### src/logic/gpc_regs.svh
`ifndef GPC_REGS_SVH
`define GPC_REGS_SVH

// Data-space byte addresses of the port registers.
`define GPC_ADDR_VALUE_A      8'hC0
`define GPC_ADDR_VALUE_B      8'hC1
`define GPC_ADDR_VALUE_C      8'hC3
`define GPC_ADDR_DIR_A        8'hC4
`define GPC_ADDR_DIR_B        8'hC5
`define GPC_ADDR_DIR_C        8'hC6
`define GPC_ADDR_OPTION_A     8'hCC
`define GPC_ADDR_OPTION_B     8'hCE
`define GPC_ADDR_OPTION_C     8'hCF

// Reset value of every port register and answer to an unmapped read.
`define GPC_REG_RESET         8'h00
`define GPC_UNMAPPED_READ     8'h00

// Line positions of the alternate functions.
`define GPC_PWM_LINE          3'h7
`define GPC_TIMER_IN_LINE     3'h6
`define GPC_SPI_OUT_LINE      3'h7
`define GPC_SPI_IN_LINE       3'h6
`define GPC_SPI_CLK_LINE      3'h5
`define GPC_UART_RX_LINE      3'h1
`define GPC_UART_TX_LINE      3'h0

// Lines that have a path to the converter multiplexer.
`define GPC_ANALOG_LINES_A    8'h00
`define GPC_ANALOG_LINES_B    8'hFF
`define GPC_ANALOG_LINES_C    8'hF0

`endif

### src/logic/gpc_pkg.sv
package gpc_pkg;

    // Trigger condition of the combined port interrupt, one per port.
    typedef enum logic [1:0] {
        GPC_TRIG_FALLING,
        GPC_TRIG_RISING,
        GPC_TRIG_LOW_LEVEL
    } gpc_trigger_type;

    // State of one port's line logic.
    typedef struct packed {
        logic [7:0] sync_1;
        logic [7:0] sync_2;
        logic [7:0] sync_3;
        logic [7:0] level;
        logic [7:0] level_prev;
        logic       irq;
    } gpc_lines_state_type;

    // State of the register block.
    typedef struct packed {
        logic [7:0] value_a;
        logic [7:0] value_b;
        logic [7:0] value_c;
        logic [7:0] dir_a;
        logic [7:0] dir_b;
        logic [7:0] dir_c;
        logic [7:0] option_a;
        logic [7:0] option_b;
        logic [7:0] option_c;
        logic [7:0] rdata;
        logic       irq;
    } gpc_top_state_type;

endpackage : gpc_pkg

### src/logic/gpc_port_config.sv
`timescale 1ns/100ps
`default_nettype none

`include "gpc_regs.svh"

module gpc_port_config (
    // Clock and reset.
    input  wire logic                      clk,
    input  wire logic                      resetn,
    // Core data-space access.
    input  wire logic [7:0]                bus_addr,
    input  wire logic [7:0]                bus_wdata,
    input  wire logic                      bus_write,
    input  wire logic                      bus_read,
    output logic      [7:0]                bus_rdata,
    // Port A pads.
    input  wire logic [7:0]                pin_in_a,
    output logic      [7:0]                pin_out_a,
    output logic      [7:0]                pin_oe_a,
    output logic      [7:0]                pullup_en_a,
    output logic      [7:0]                analog_sel_a,
    // Port B pads.
    input  wire logic [7:0]                pin_in_b,
    output logic      [7:0]                pin_out_b,
    output logic      [7:0]                pin_oe_b,
    output logic      [7:0]                pullup_en_b,
    output logic      [7:0]                analog_sel_b,
    // Port C pads.
    input  wire logic [7:0]                pin_in_c,
    output logic      [7:0]                pin_out_c,
    output logic      [7:0]                pin_oe_c,
    output logic      [7:0]                pullup_en_c,
    output logic      [7:0]                analog_sel_c,
    // Interrupt controller.
    input  wire gpc_pkg::gpc_trigger_type  trigger_mode_a,
    input  wire gpc_pkg::gpc_trigger_type  trigger_mode_b,
    input  wire gpc_pkg::gpc_trigger_type  trigger_mode_c,
    output logic                           port_irq_request,
    // Auto-reload timer.
    input  wire logic                      timer_pwm_out_enable,
    input  wire logic                      auto_timer_pwm_pin,
    output logic                           auto_timer_input_pin,
    // Serial peripheral.
    input  wire logic                      spi_data_out,
    output logic                           spi_data_in,
    output logic                           spi_clock_in,
    // UART.
    input  wire logic                      uart_transmit_active,
    input  wire logic                      uart_transmit_pin,
    output logic                           uart_receive_pin
);

    logic [1:0] reset_sync;
    logic       sys_resetn;

    gpc_pkg::gpc_top_state_type state;
    gpc_pkg::gpc_top_state_type next_state;

    // Bits as they drive the pads, after the alternate functions.
    logic [7:0] drive_dir_a;
    logic [7:0] drive_option_a;
    logic [7:0] drive_value_a;
    logic [7:0] drive_dir_b;
    logic [7:0] drive_option_b;
    logic [7:0] drive_value_b;

    logic [7:0] level_a;
    logic [7:0] level_b;
    logic [7:0] level_c;
    logic [7:0] read_a;
    logic [7:0] read_b;
    logic [7:0] read_c;
    logic       irq_a;
    logic       irq_b;
    logic       irq_c;

    // Reset is taken asynchronously and released on the clock.
    always_ff @(posedge clk or negedge resetn) begin
        if (!resetn) begin
            reset_sync <= 2'h0;
        end else begin
            reset_sync <= {reset_sync[0], 1'b1};
        end
    end

    assign sys_resetn = reset_sync[1];

    // Alternate functions of port A.
    always_comb begin
        drive_dir_a    = state.dir_a;
        drive_option_a = state.option_a;
        drive_value_a  = state.value_a;
        // Serial data is wired-and with the value bit in open-drain only.
        if (state.dir_a[`GPC_SPI_OUT_LINE]
            && !state.option_a[`GPC_SPI_OUT_LINE]) begin
            drive_value_a[`GPC_SPI_OUT_LINE] =
                state.value_a[`GPC_SPI_OUT_LINE] & spi_data_out;
        end
    end

    // Alternate functions of port B.
    always_comb begin
        drive_dir_b    = state.dir_b;
        drive_option_b = state.option_b;
        drive_value_b  = state.value_b;
        if (timer_pwm_out_enable) begin
            drive_dir_b[`GPC_PWM_LINE]    = 1'b1;
            drive_option_b[`GPC_PWM_LINE] = 1'b1;
            drive_value_b[`GPC_PWM_LINE]  = auto_timer_pwm_pin;
        end
        if (state.dir_b[`GPC_UART_TX_LINE] && uart_transmit_active) begin
            drive_value_b[`GPC_UART_TX_LINE] = uart_transmit_pin;
        end
    end

    // Peripheral inputs come from the filtered pin levels at all times.
    always_comb begin
        spi_data_in          = level_a[`GPC_SPI_IN_LINE];
        spi_clock_in         = level_a[`GPC_SPI_CLK_LINE];
        auto_timer_input_pin = level_b[`GPC_TIMER_IN_LINE];
        uart_receive_pin     = level_b[`GPC_UART_RX_LINE];
        bus_rdata            = state.rdata;
        port_irq_request     = state.irq;
    end

    // Register writes and read capture.
    always_comb begin
        next_state = state;
        if (bus_write) begin
            case (bus_addr)
                `GPC_ADDR_VALUE_A: begin
                    next_state.value_a = bus_wdata;
                end
                `GPC_ADDR_VALUE_B: begin
                    next_state.value_b = bus_wdata;
                end
                `GPC_ADDR_VALUE_C: begin
                    next_state.value_c = bus_wdata;
                end
                `GPC_ADDR_DIR_A: begin
                    next_state.dir_a = bus_wdata;
                end
                `GPC_ADDR_DIR_B: begin
                    next_state.dir_b = bus_wdata;
                end
                `GPC_ADDR_DIR_C: begin
                    next_state.dir_c = bus_wdata;
                end
                `GPC_ADDR_OPTION_A: begin
                    next_state.option_a = bus_wdata;
                end
                `GPC_ADDR_OPTION_B: begin
                    next_state.option_b = bus_wdata;
                end
                `GPC_ADDR_OPTION_C: begin
                    next_state.option_c = bus_wdata;
                end
                default: begin
                    next_state.value_a = state.value_a;
                end
            endcase
        end
        if (bus_read) begin
            case (bus_addr)
                `GPC_ADDR_VALUE_A: begin
                    next_state.rdata = read_a;
                end
                `GPC_ADDR_VALUE_B: begin
                    next_state.rdata = read_b;
                end
                `GPC_ADDR_VALUE_C: begin
                    next_state.rdata = read_c;
                end
                `GPC_ADDR_DIR_A: begin
                    next_state.rdata = state.dir_a;
                end
                `GPC_ADDR_DIR_B: begin
                    next_state.rdata = state.dir_b;
                end
                `GPC_ADDR_DIR_C: begin
                    next_state.rdata = state.dir_c;
                end
                `GPC_ADDR_OPTION_A: begin
                    next_state.rdata = state.option_a;
                end
                `GPC_ADDR_OPTION_B: begin
                    next_state.rdata = state.option_b;
                end
                `GPC_ADDR_OPTION_C: begin
                    next_state.rdata = state.option_c;
                end
                default: begin
                    next_state.rdata = `GPC_UNMAPPED_READ;
                end
            endcase
        end
        next_state.irq = irq_a | irq_b | irq_c;
    end

    always_ff @(posedge clk or negedge sys_resetn) begin
        if (!sys_resetn) begin
            state.value_a  <= `GPC_REG_RESET;
            state.value_b  <= `GPC_REG_RESET;
            state.value_c  <= `GPC_REG_RESET;
            state.dir_a    <= `GPC_REG_RESET;
            state.dir_b    <= `GPC_REG_RESET;
            state.dir_c    <= `GPC_REG_RESET;
            state.option_a <= `GPC_REG_RESET;
            state.option_b <= `GPC_REG_RESET;
            state.option_c <= `GPC_REG_RESET;
            state.rdata    <= `GPC_REG_RESET;
            state.irq      <= 1'b0;
        end else begin
            state <= next_state;
        end
    end

    gpc_port_lines #(
        .ANALOG_LINES (`GPC_ANALOG_LINES_A)
    ) port_a_lines (
        .clk          (clk),
        .sys_resetn   (sys_resetn),
        .dir          (state.dir_a),
        .option       (state.option_a),
        .value        (state.value_a),
        .drive_dir    (drive_dir_a),
        .drive_option (drive_option_a),
        .drive_value  (drive_value_a),
        .trigger_mode (trigger_mode_a),
        .pin_in       (pin_in_a),
        .pin_out      (pin_out_a),
        .pin_oe       (pin_oe_a),
        .pullup_en    (pullup_en_a),
        .analog_sel   (analog_sel_a),
        .pin_level    (level_a),
        .read_value   (read_a),
        .irq_req      (irq_a)
    );

    gpc_port_lines #(
        .ANALOG_LINES (`GPC_ANALOG_LINES_B)
    ) port_b_lines (
        .clk          (clk),
        .sys_resetn   (sys_resetn),
        .dir          (state.dir_b),
        .option       (state.option_b),
        .value        (state.value_b),
        .drive_dir    (drive_dir_b),
        .drive_option (drive_option_b),
        .drive_value  (drive_value_b),
        .trigger_mode (trigger_mode_b),
        .pin_in       (pin_in_b),
        .pin_out      (pin_out_b),
        .pin_oe       (pin_oe_b),
        .pullup_en    (pullup_en_b),
        .analog_sel   (analog_sel_b),
        .pin_level    (level_b),
        .read_value   (read_b),
        .irq_req      (irq_b)
    );

    // Port C has no alternate function, so it drives from its registers.
    gpc_port_lines #(
        .ANALOG_LINES (`GPC_ANALOG_LINES_C)
    ) port_c_lines (
        .clk          (clk),
        .sys_resetn   (sys_resetn),
        .dir          (state.dir_c),
        .option       (state.option_c),
        .value        (state.value_c),
        .drive_dir    (state.dir_c),
        .drive_option (state.option_c),
        .drive_value  (state.value_c),
        .trigger_mode (trigger_mode_c),
        .pin_in       (pin_in_c),
        .pin_out      (pin_out_c),
        .pin_oe       (pin_oe_c),
        .pullup_en    (pullup_en_c),
        .analog_sel   (analog_sel_c),
        .pin_level    (level_c),
        .read_value   (read_c),
        .irq_req      (irq_c)
    );

endmodule : gpc_port_config

`default_nettype wire

### src/logic/gpc_port_lines.sv
`timescale 1ns/100ps
`default_nettype none

module gpc_port_lines #(
    parameter logic [7:0] ANALOG_LINES = 8'h00
) (
    // Clock and synchronised reset.
    input  wire logic                      clk,
    input  wire logic                      sys_resetn,
    // Stored register bits.
    input  wire logic [7:0]                dir,
    input  wire logic [7:0]                option,
    input  wire logic [7:0]                value,
    // Drive bits after alternate functions.
    input  wire logic [7:0]                drive_dir,
    input  wire logic [7:0]                drive_option,
    input  wire logic [7:0]                drive_value,
    // Interrupt trigger selection.
    input  wire gpc_pkg::gpc_trigger_type  trigger_mode,
    // Pads.
    input  wire logic [7:0]                pin_in,
    output logic      [7:0]                pin_out,
    output logic      [7:0]                pin_oe,
    output logic      [7:0]                pullup_en,
    output logic      [7:0]                analog_sel,
    // Results.
    output logic      [7:0]                pin_level,
    output logic      [7:0]                read_value,
    output logic                           irq_req
);

    gpc_pkg::gpc_lines_state_type state;
    gpc_pkg::gpc_lines_state_type next_state;

    logic [7:0] irq_lines;
    logic [7:0] push_pull;
    logic [7:0] open_drain;

    always_comb begin
        push_pull  = drive_dir & drive_option;
        open_drain = drive_dir & ~drive_option;
        pin_out    = push_pull & drive_value;
        pin_oe     = push_pull | (open_drain & ~drive_value);
        pullup_en  = ~drive_dir & ~drive_value;
        analog_sel = ~drive_dir & drive_option & drive_value
                   & ANALOG_LINES;
        pin_level  = state.level;
        read_value = (dir & value) | (~dir & state.level);
        irq_lines  = ~dir & option & ~value;
        irq_req    = state.irq;
    end

    always_comb begin
        next_state        = state;
        next_state.sync_1 = pin_in;
        next_state.sync_2 = state.sync_1;
        next_state.sync_3 = state.sync_2;
        next_state.level  = (~(state.sync_2 ^ state.sync_3) & state.sync_3)
                          | ((state.sync_2 ^ state.sync_3) & state.level);
        next_state.level_prev = state.level;
        case (trigger_mode)
            gpc_pkg::GPC_TRIG_FALLING: begin
                next_state.irq = |(irq_lines & state.level_prev
                                   & ~state.level);
            end
            gpc_pkg::GPC_TRIG_RISING: begin
                next_state.irq = |(irq_lines & ~state.level_prev
                                   & state.level);
            end
            gpc_pkg::GPC_TRIG_LOW_LEVEL: begin
                next_state.irq = |(irq_lines & ~state.level);
            end
            default: begin
                next_state.irq = 1'b0;
            end
        endcase
    end

    always_ff @(posedge clk or negedge sys_resetn) begin
        if (!sys_resetn) begin
            // Lines leave reset as pulled-up inputs, so the filter starts
            // high and no false rising edge follows the release.
            state <= '{sync_1: 8'hFF, sync_2: 8'hFF, sync_3: 8'hFF,
                       level: 8'hFF, level_prev: 8'hFF, irq: 1'b0};
        end else begin
            state <= next_state;
        end
    end

endmodule : gpc_port_lines

`default_nettype wire

### config.mk
export PLATFORM = sky130hd
export DESIGN_NAME = gpc_port_config
export DESIGN_NICKNAME = d
export VERILOG_FILES = /design/src/logic/gpc_pkg.sv /design/src/logic/gpc_port_config.sv /design/src/logic/gpc_port_lines.sv
export VERILOG_INCLUDE_DIRS = /design/src /design/src/logic
export SDC_FILE = /design/constraint.sdc
export NUM_CORES = 1
export LEC_CHECK = 0
export BUFFER_PORTS_ARGS = -buffer_cell sky130_fd_sc_hd__buf_2
export CORE_UTILIZATION = 35
export DETAILED_ROUTE_END_ITERATION = 8
export SYNTH_ARGS = -nofsm -noshare
export SYNTH_HDL_FRONTEND = slang
export SYNTH_SLANG_ARGS = --single-unit
### constraint.sdc
create_clock -name clk -period 10.4 [get_ports clk]
set_input_delay 1.56 -clock clk [delete_from_list [all_inputs] [get_ports clk]]
set_output_delay 1.56 -clock clk [all_outputs]
set_load 0.01 [all_outputs]
After elaboration in Yosys (flattened, before gate mapping)
Cells that the tools add are included.

Register bits: 206. Output and inout port bits: 109. Logic and storage cells: 165.

Bitwise operators: 87. Equality and inequality tests: 15. Muxes and demuxes: 9. Reduce and logical (&&, ||, !) cells: 24.

Operators by type and width (number): $and 8x8->8 (51); $not 8->8 (21); $eq 8x8->1 const B (9); $or 8x8->8 (9); $pmux 8 s9 (1); $reduce_or 8->1 (9); $xor 8x8->8 (3); $reduce_and 2->1 (9); $pmux 1 s3 (3); $eq 2x1->1 const B (3); $eq 2x2->1 const B (3); $logic_not 2->1 (3); $mux 1 (5); $logic_and 1x1->1 (2); $or 1x1->1 (2); $and 1x1->1 (1); $logic_not 1->1 (1).

Longest topological paths before layout
Depth in word-level cells: 7. Mapped depth: 7. Depth with buffers taken out: 5.

Modules after synthesis
Synthesis repeated with hierarchy kept, for this count alone.

Cells, all modules: 766. Area, all modules: 9610.5 um^2.

Modules (own cells, without submodules): gpc_port_config (cells each 321, instances 1, sequential area each 2077.0 um^2, area each 4136.5 um^2); gpc_port_lines at port_b_lines (cells each 150, instances 1, sequential area each 1076.0 um^2, area each 1841.8 um^2); gpc_port_lines at port_a_lines (cells each 146, instances 1, sequential area each 1076.0 um^2, area each 1824.2 um^2); gpc_port_lines at port_c_lines (cells each 149, instances 1, sequential area each 1076.0 um^2, area each 1808.0 um^2).

Least setup slack after synthesis
OpenSTA, ideal clock, no wires.

Path type: input to output. Start: in uart_transmit_active. End: out pin_oe_b[0]. Data arrival time: 2181 ps. Slack: 6659 ps. Stages on the path: 2. Path buffers: 0. Cell sequence: mux2_2 > a21boi_0.

Cells in the longest elaborated chain, start to end: 5.

RTL lines: from (decl) (line gpc_port_config.sv:48) `input wire logic uart_transmit_active,`; $logic_and 1x1->1 (line gpc_port_config.sv:111) `` if (state.dir_b[`GPC_UART_TX_LINE] && uart_transmit_active) begin ``; $mux 1 (line gpc_port_config.sv:111); $not 8->8 (line gpc_port_lines.sv:43) `pin_oe = push_pull | (open_drain & ~drive_value);`; $and 8x8->8 (line gpc_port_lines.sv:43); $or 8x8->8 (line gpc_port_lines.sv:43); to (decl) (line gpc_port_config.sv:25) `output logic [7:0] pin_oe_b,`.

No other way between the ends.

Worst setup path in the final report
Same ends and word-level chain as after synthesis.

==> metrics <==
status complete, no violations; Fin Setup TNS 0 ns; clock latency on the worst-skew pair 0.52 ns; clock sinks 206; CP Launch Type input port; placed cells 1179; Die Height 163 µm; worst hold slack 0.352 ns; area delta synth->final 18.8%; Warnings, synthesis 0; cell taking the most area after synthesis dfstp_2; P_leak 4.84 nW; fraction of layout cells with a size suffix above 1 44.9%; Max Freq 0.261 GHz; Clock transition at path regs 0.06 ns; fin nets 929; Hold Path Stages 0; max cap viols 0; Setup Buffers After CTS 0; post-cts resize count 0; Residual DRC 0; critical-path cell list buf_2, mux2_2, a21boi_0, buf_2; R2R cell count 1; gr ovfl total 0; Tmin final 3.83 ns; first-pass detailed-route iteration total 6; hpwl dp 18000 µm; final worst-path cycle share 36.8%; CTS Buf Count 23; CTS tree built; most numerous cell in the Yosys netlist dfstp_2; number of global-route vias before repair 6139; Max IR drop VDD 0.111 mV; post-route ant nets 0; gr usage total 18.3%; row cnt 58; Synth Area per Inst 12.6 µm²; dominant synthesized flop cell dfstp_2; number of flops mapped to enable cells by yosys 0; asr flop ratio synth 100%; Die ar. 26700 µm²; Crit Path Max Fanout 2; routability congestion estimate 0.884; drt initial violations 458; synthesized area 9120 µm²; post-synth top area share 34.6%; critical path data required time 8.84 ns; root buffer cell clkbuf_16; Starting Density 35.9%; H-tree Lvls 1; first-pass GRT wire length 37000 µm; number of synthesized register bits 206; drt via density 5.30; largest net degree at the start of global routing 82; Final Hold Vio Count 0; max-slew violations 0; Die Span X 163 µm; Synth top cells by count dfstp_2, dfrtp_1, mux2_2; Cell Pwr Density 170 nW/µm²; fin cells 1220; Longest Clk Path Bufs 3; I/O Pins 164; initial antenna violation count 0; worst setup path category input port to output port; drt total wl 24300 µm; via count 6463; RSZ-0062 raised after global routing false; Worst Path Arrival 2.27 ns; Syn Inst Count 723; Hold Crit Class flip-flop to flip-flop; clock skew 0.0209 ns; core area 25400 µm²; Worst setup EP type output port; sequential-to-total area share from yosys stat 58.2%; relative slew slack 34.7%; Antenna diodes 0; number of setup violations in the final report 0; slowest CP cell mux2_2; # port buffers 151; utilization after layout 42.7%; Slew @ Worst Pin 0.979 ns; routed wire length per instance 19.9 µm; hold_buf cts 0; Crit path largest cell delay 0.32 ns; Yosys cell types 70; top post-synthesis cells by area dfstp_2, dfrtp_1, mux2_2; most used cell, CP buf_2
worst max-delay path, delay by kind of cell:
family	cells	cell delay, ns
compound gates	1	0.15
buf+inv	2	0.23
mux	1	0.32
cell families (layout without fill, tap and decap cells):
kind of cell | count (synthesis) | in the layout | share of synthesized area [%]
AND/OR/NAND/NOR | 215 | 215 | 14.8
multiplexers | 92 | 92 | 11.3
AO/OA/AOI/OAI | 119 | 119 | 9.51
flip-flops | 206 | 206 | 58.2
buffers and inverters | 65 | 221 | 3.55
adder cells (fa/ha/maj) | 24 | 24 | 2.63
other | 2 | 13 | 0.0823
metrics by stage:
stage               area [µm²]  power, mW  setup slack (ns)
floorplan                 9160       1.02              4.44
global placement         10100       1.09              6.57
detailed placement       10100       1.09              6.57
CTS                      10800       1.86              6.57
global route             10800       1.92              6.52
finish                   10800       1.84              6.57
final timing paths:
check | end | slack [ns] | startpoint
worst max-delay path | pin_oe_b[0] | 6.57 | uart_transmit_active
worst min-delay path | port_c_lines.next_state[24] | 0.35 | port_c_lines.next_state[32]
worst max register to register | drive_option_b[4] | 8.51 | reset_sync[1]
worst min register to register | port_c_lines.next_state[24] | 0.35 | port_c_lines.next_state[32]
max in group asynchronous | drive_option_b[4] | 8.51 | reset_sync[1]
min in group asynchronous | state[24] | 0.44 | reset_sync[1]
layer usage:
layer,GRT usage (%),vias to the layer above,wire length [µm]
li1,-,2954,-
met1,26.4,3266,11400
met2,28.6,213,11100
met3,2.97,30,1490
met4,4.55,0,425
met5,0,-,0
power by group:
group / total (mW) / internal, mW / leakage, nW / switching, mW
clock: 0.764 / 0.449 / 0.350 / 0.315
combinational: 0.140 / 0.0621 / 2.05 / 0.0780
sequential: 0.936 / 0.876 / 2.44 / 0.0600
total: 1.84 / 1.39 / 4.84 / 0.453
final cells by class:
class / count / area, µm²
fill: 2445 / 14600
sequential: 206 / 5310
multi-input combinational: 463 / 3530
timing repair buffer: 153 / 771
clock buffer: 32 / 629
tap: 330 / 413
inverter: 27 / 101
clock inverter: 9 / 81.3
cells in the final DEF, fill, tap and decap left out, drive strengths merged, types with 18 or more instances in the layout:
| cell type | synthesis | final |
|---|---|---|
| buf | 27 | 153 |
| dfstp | 120 | 120 |
| dfrtp | 86 | 86 |
| mux2 | 76 | 76 |
| nor2 | 43 | 43 |
| clkbuf | 11 | 32 |
| inv | 27 | 30 |
| nand2 | 27 | 27 |
| and3 | 26 | 26 |
| maj3 | 24 | 24 |
| a21boi | 22 | 22 |
| nor4b | 20 | 20 |
| a21oi | 18 | 18 |
(Power assumes the default switching activity.)
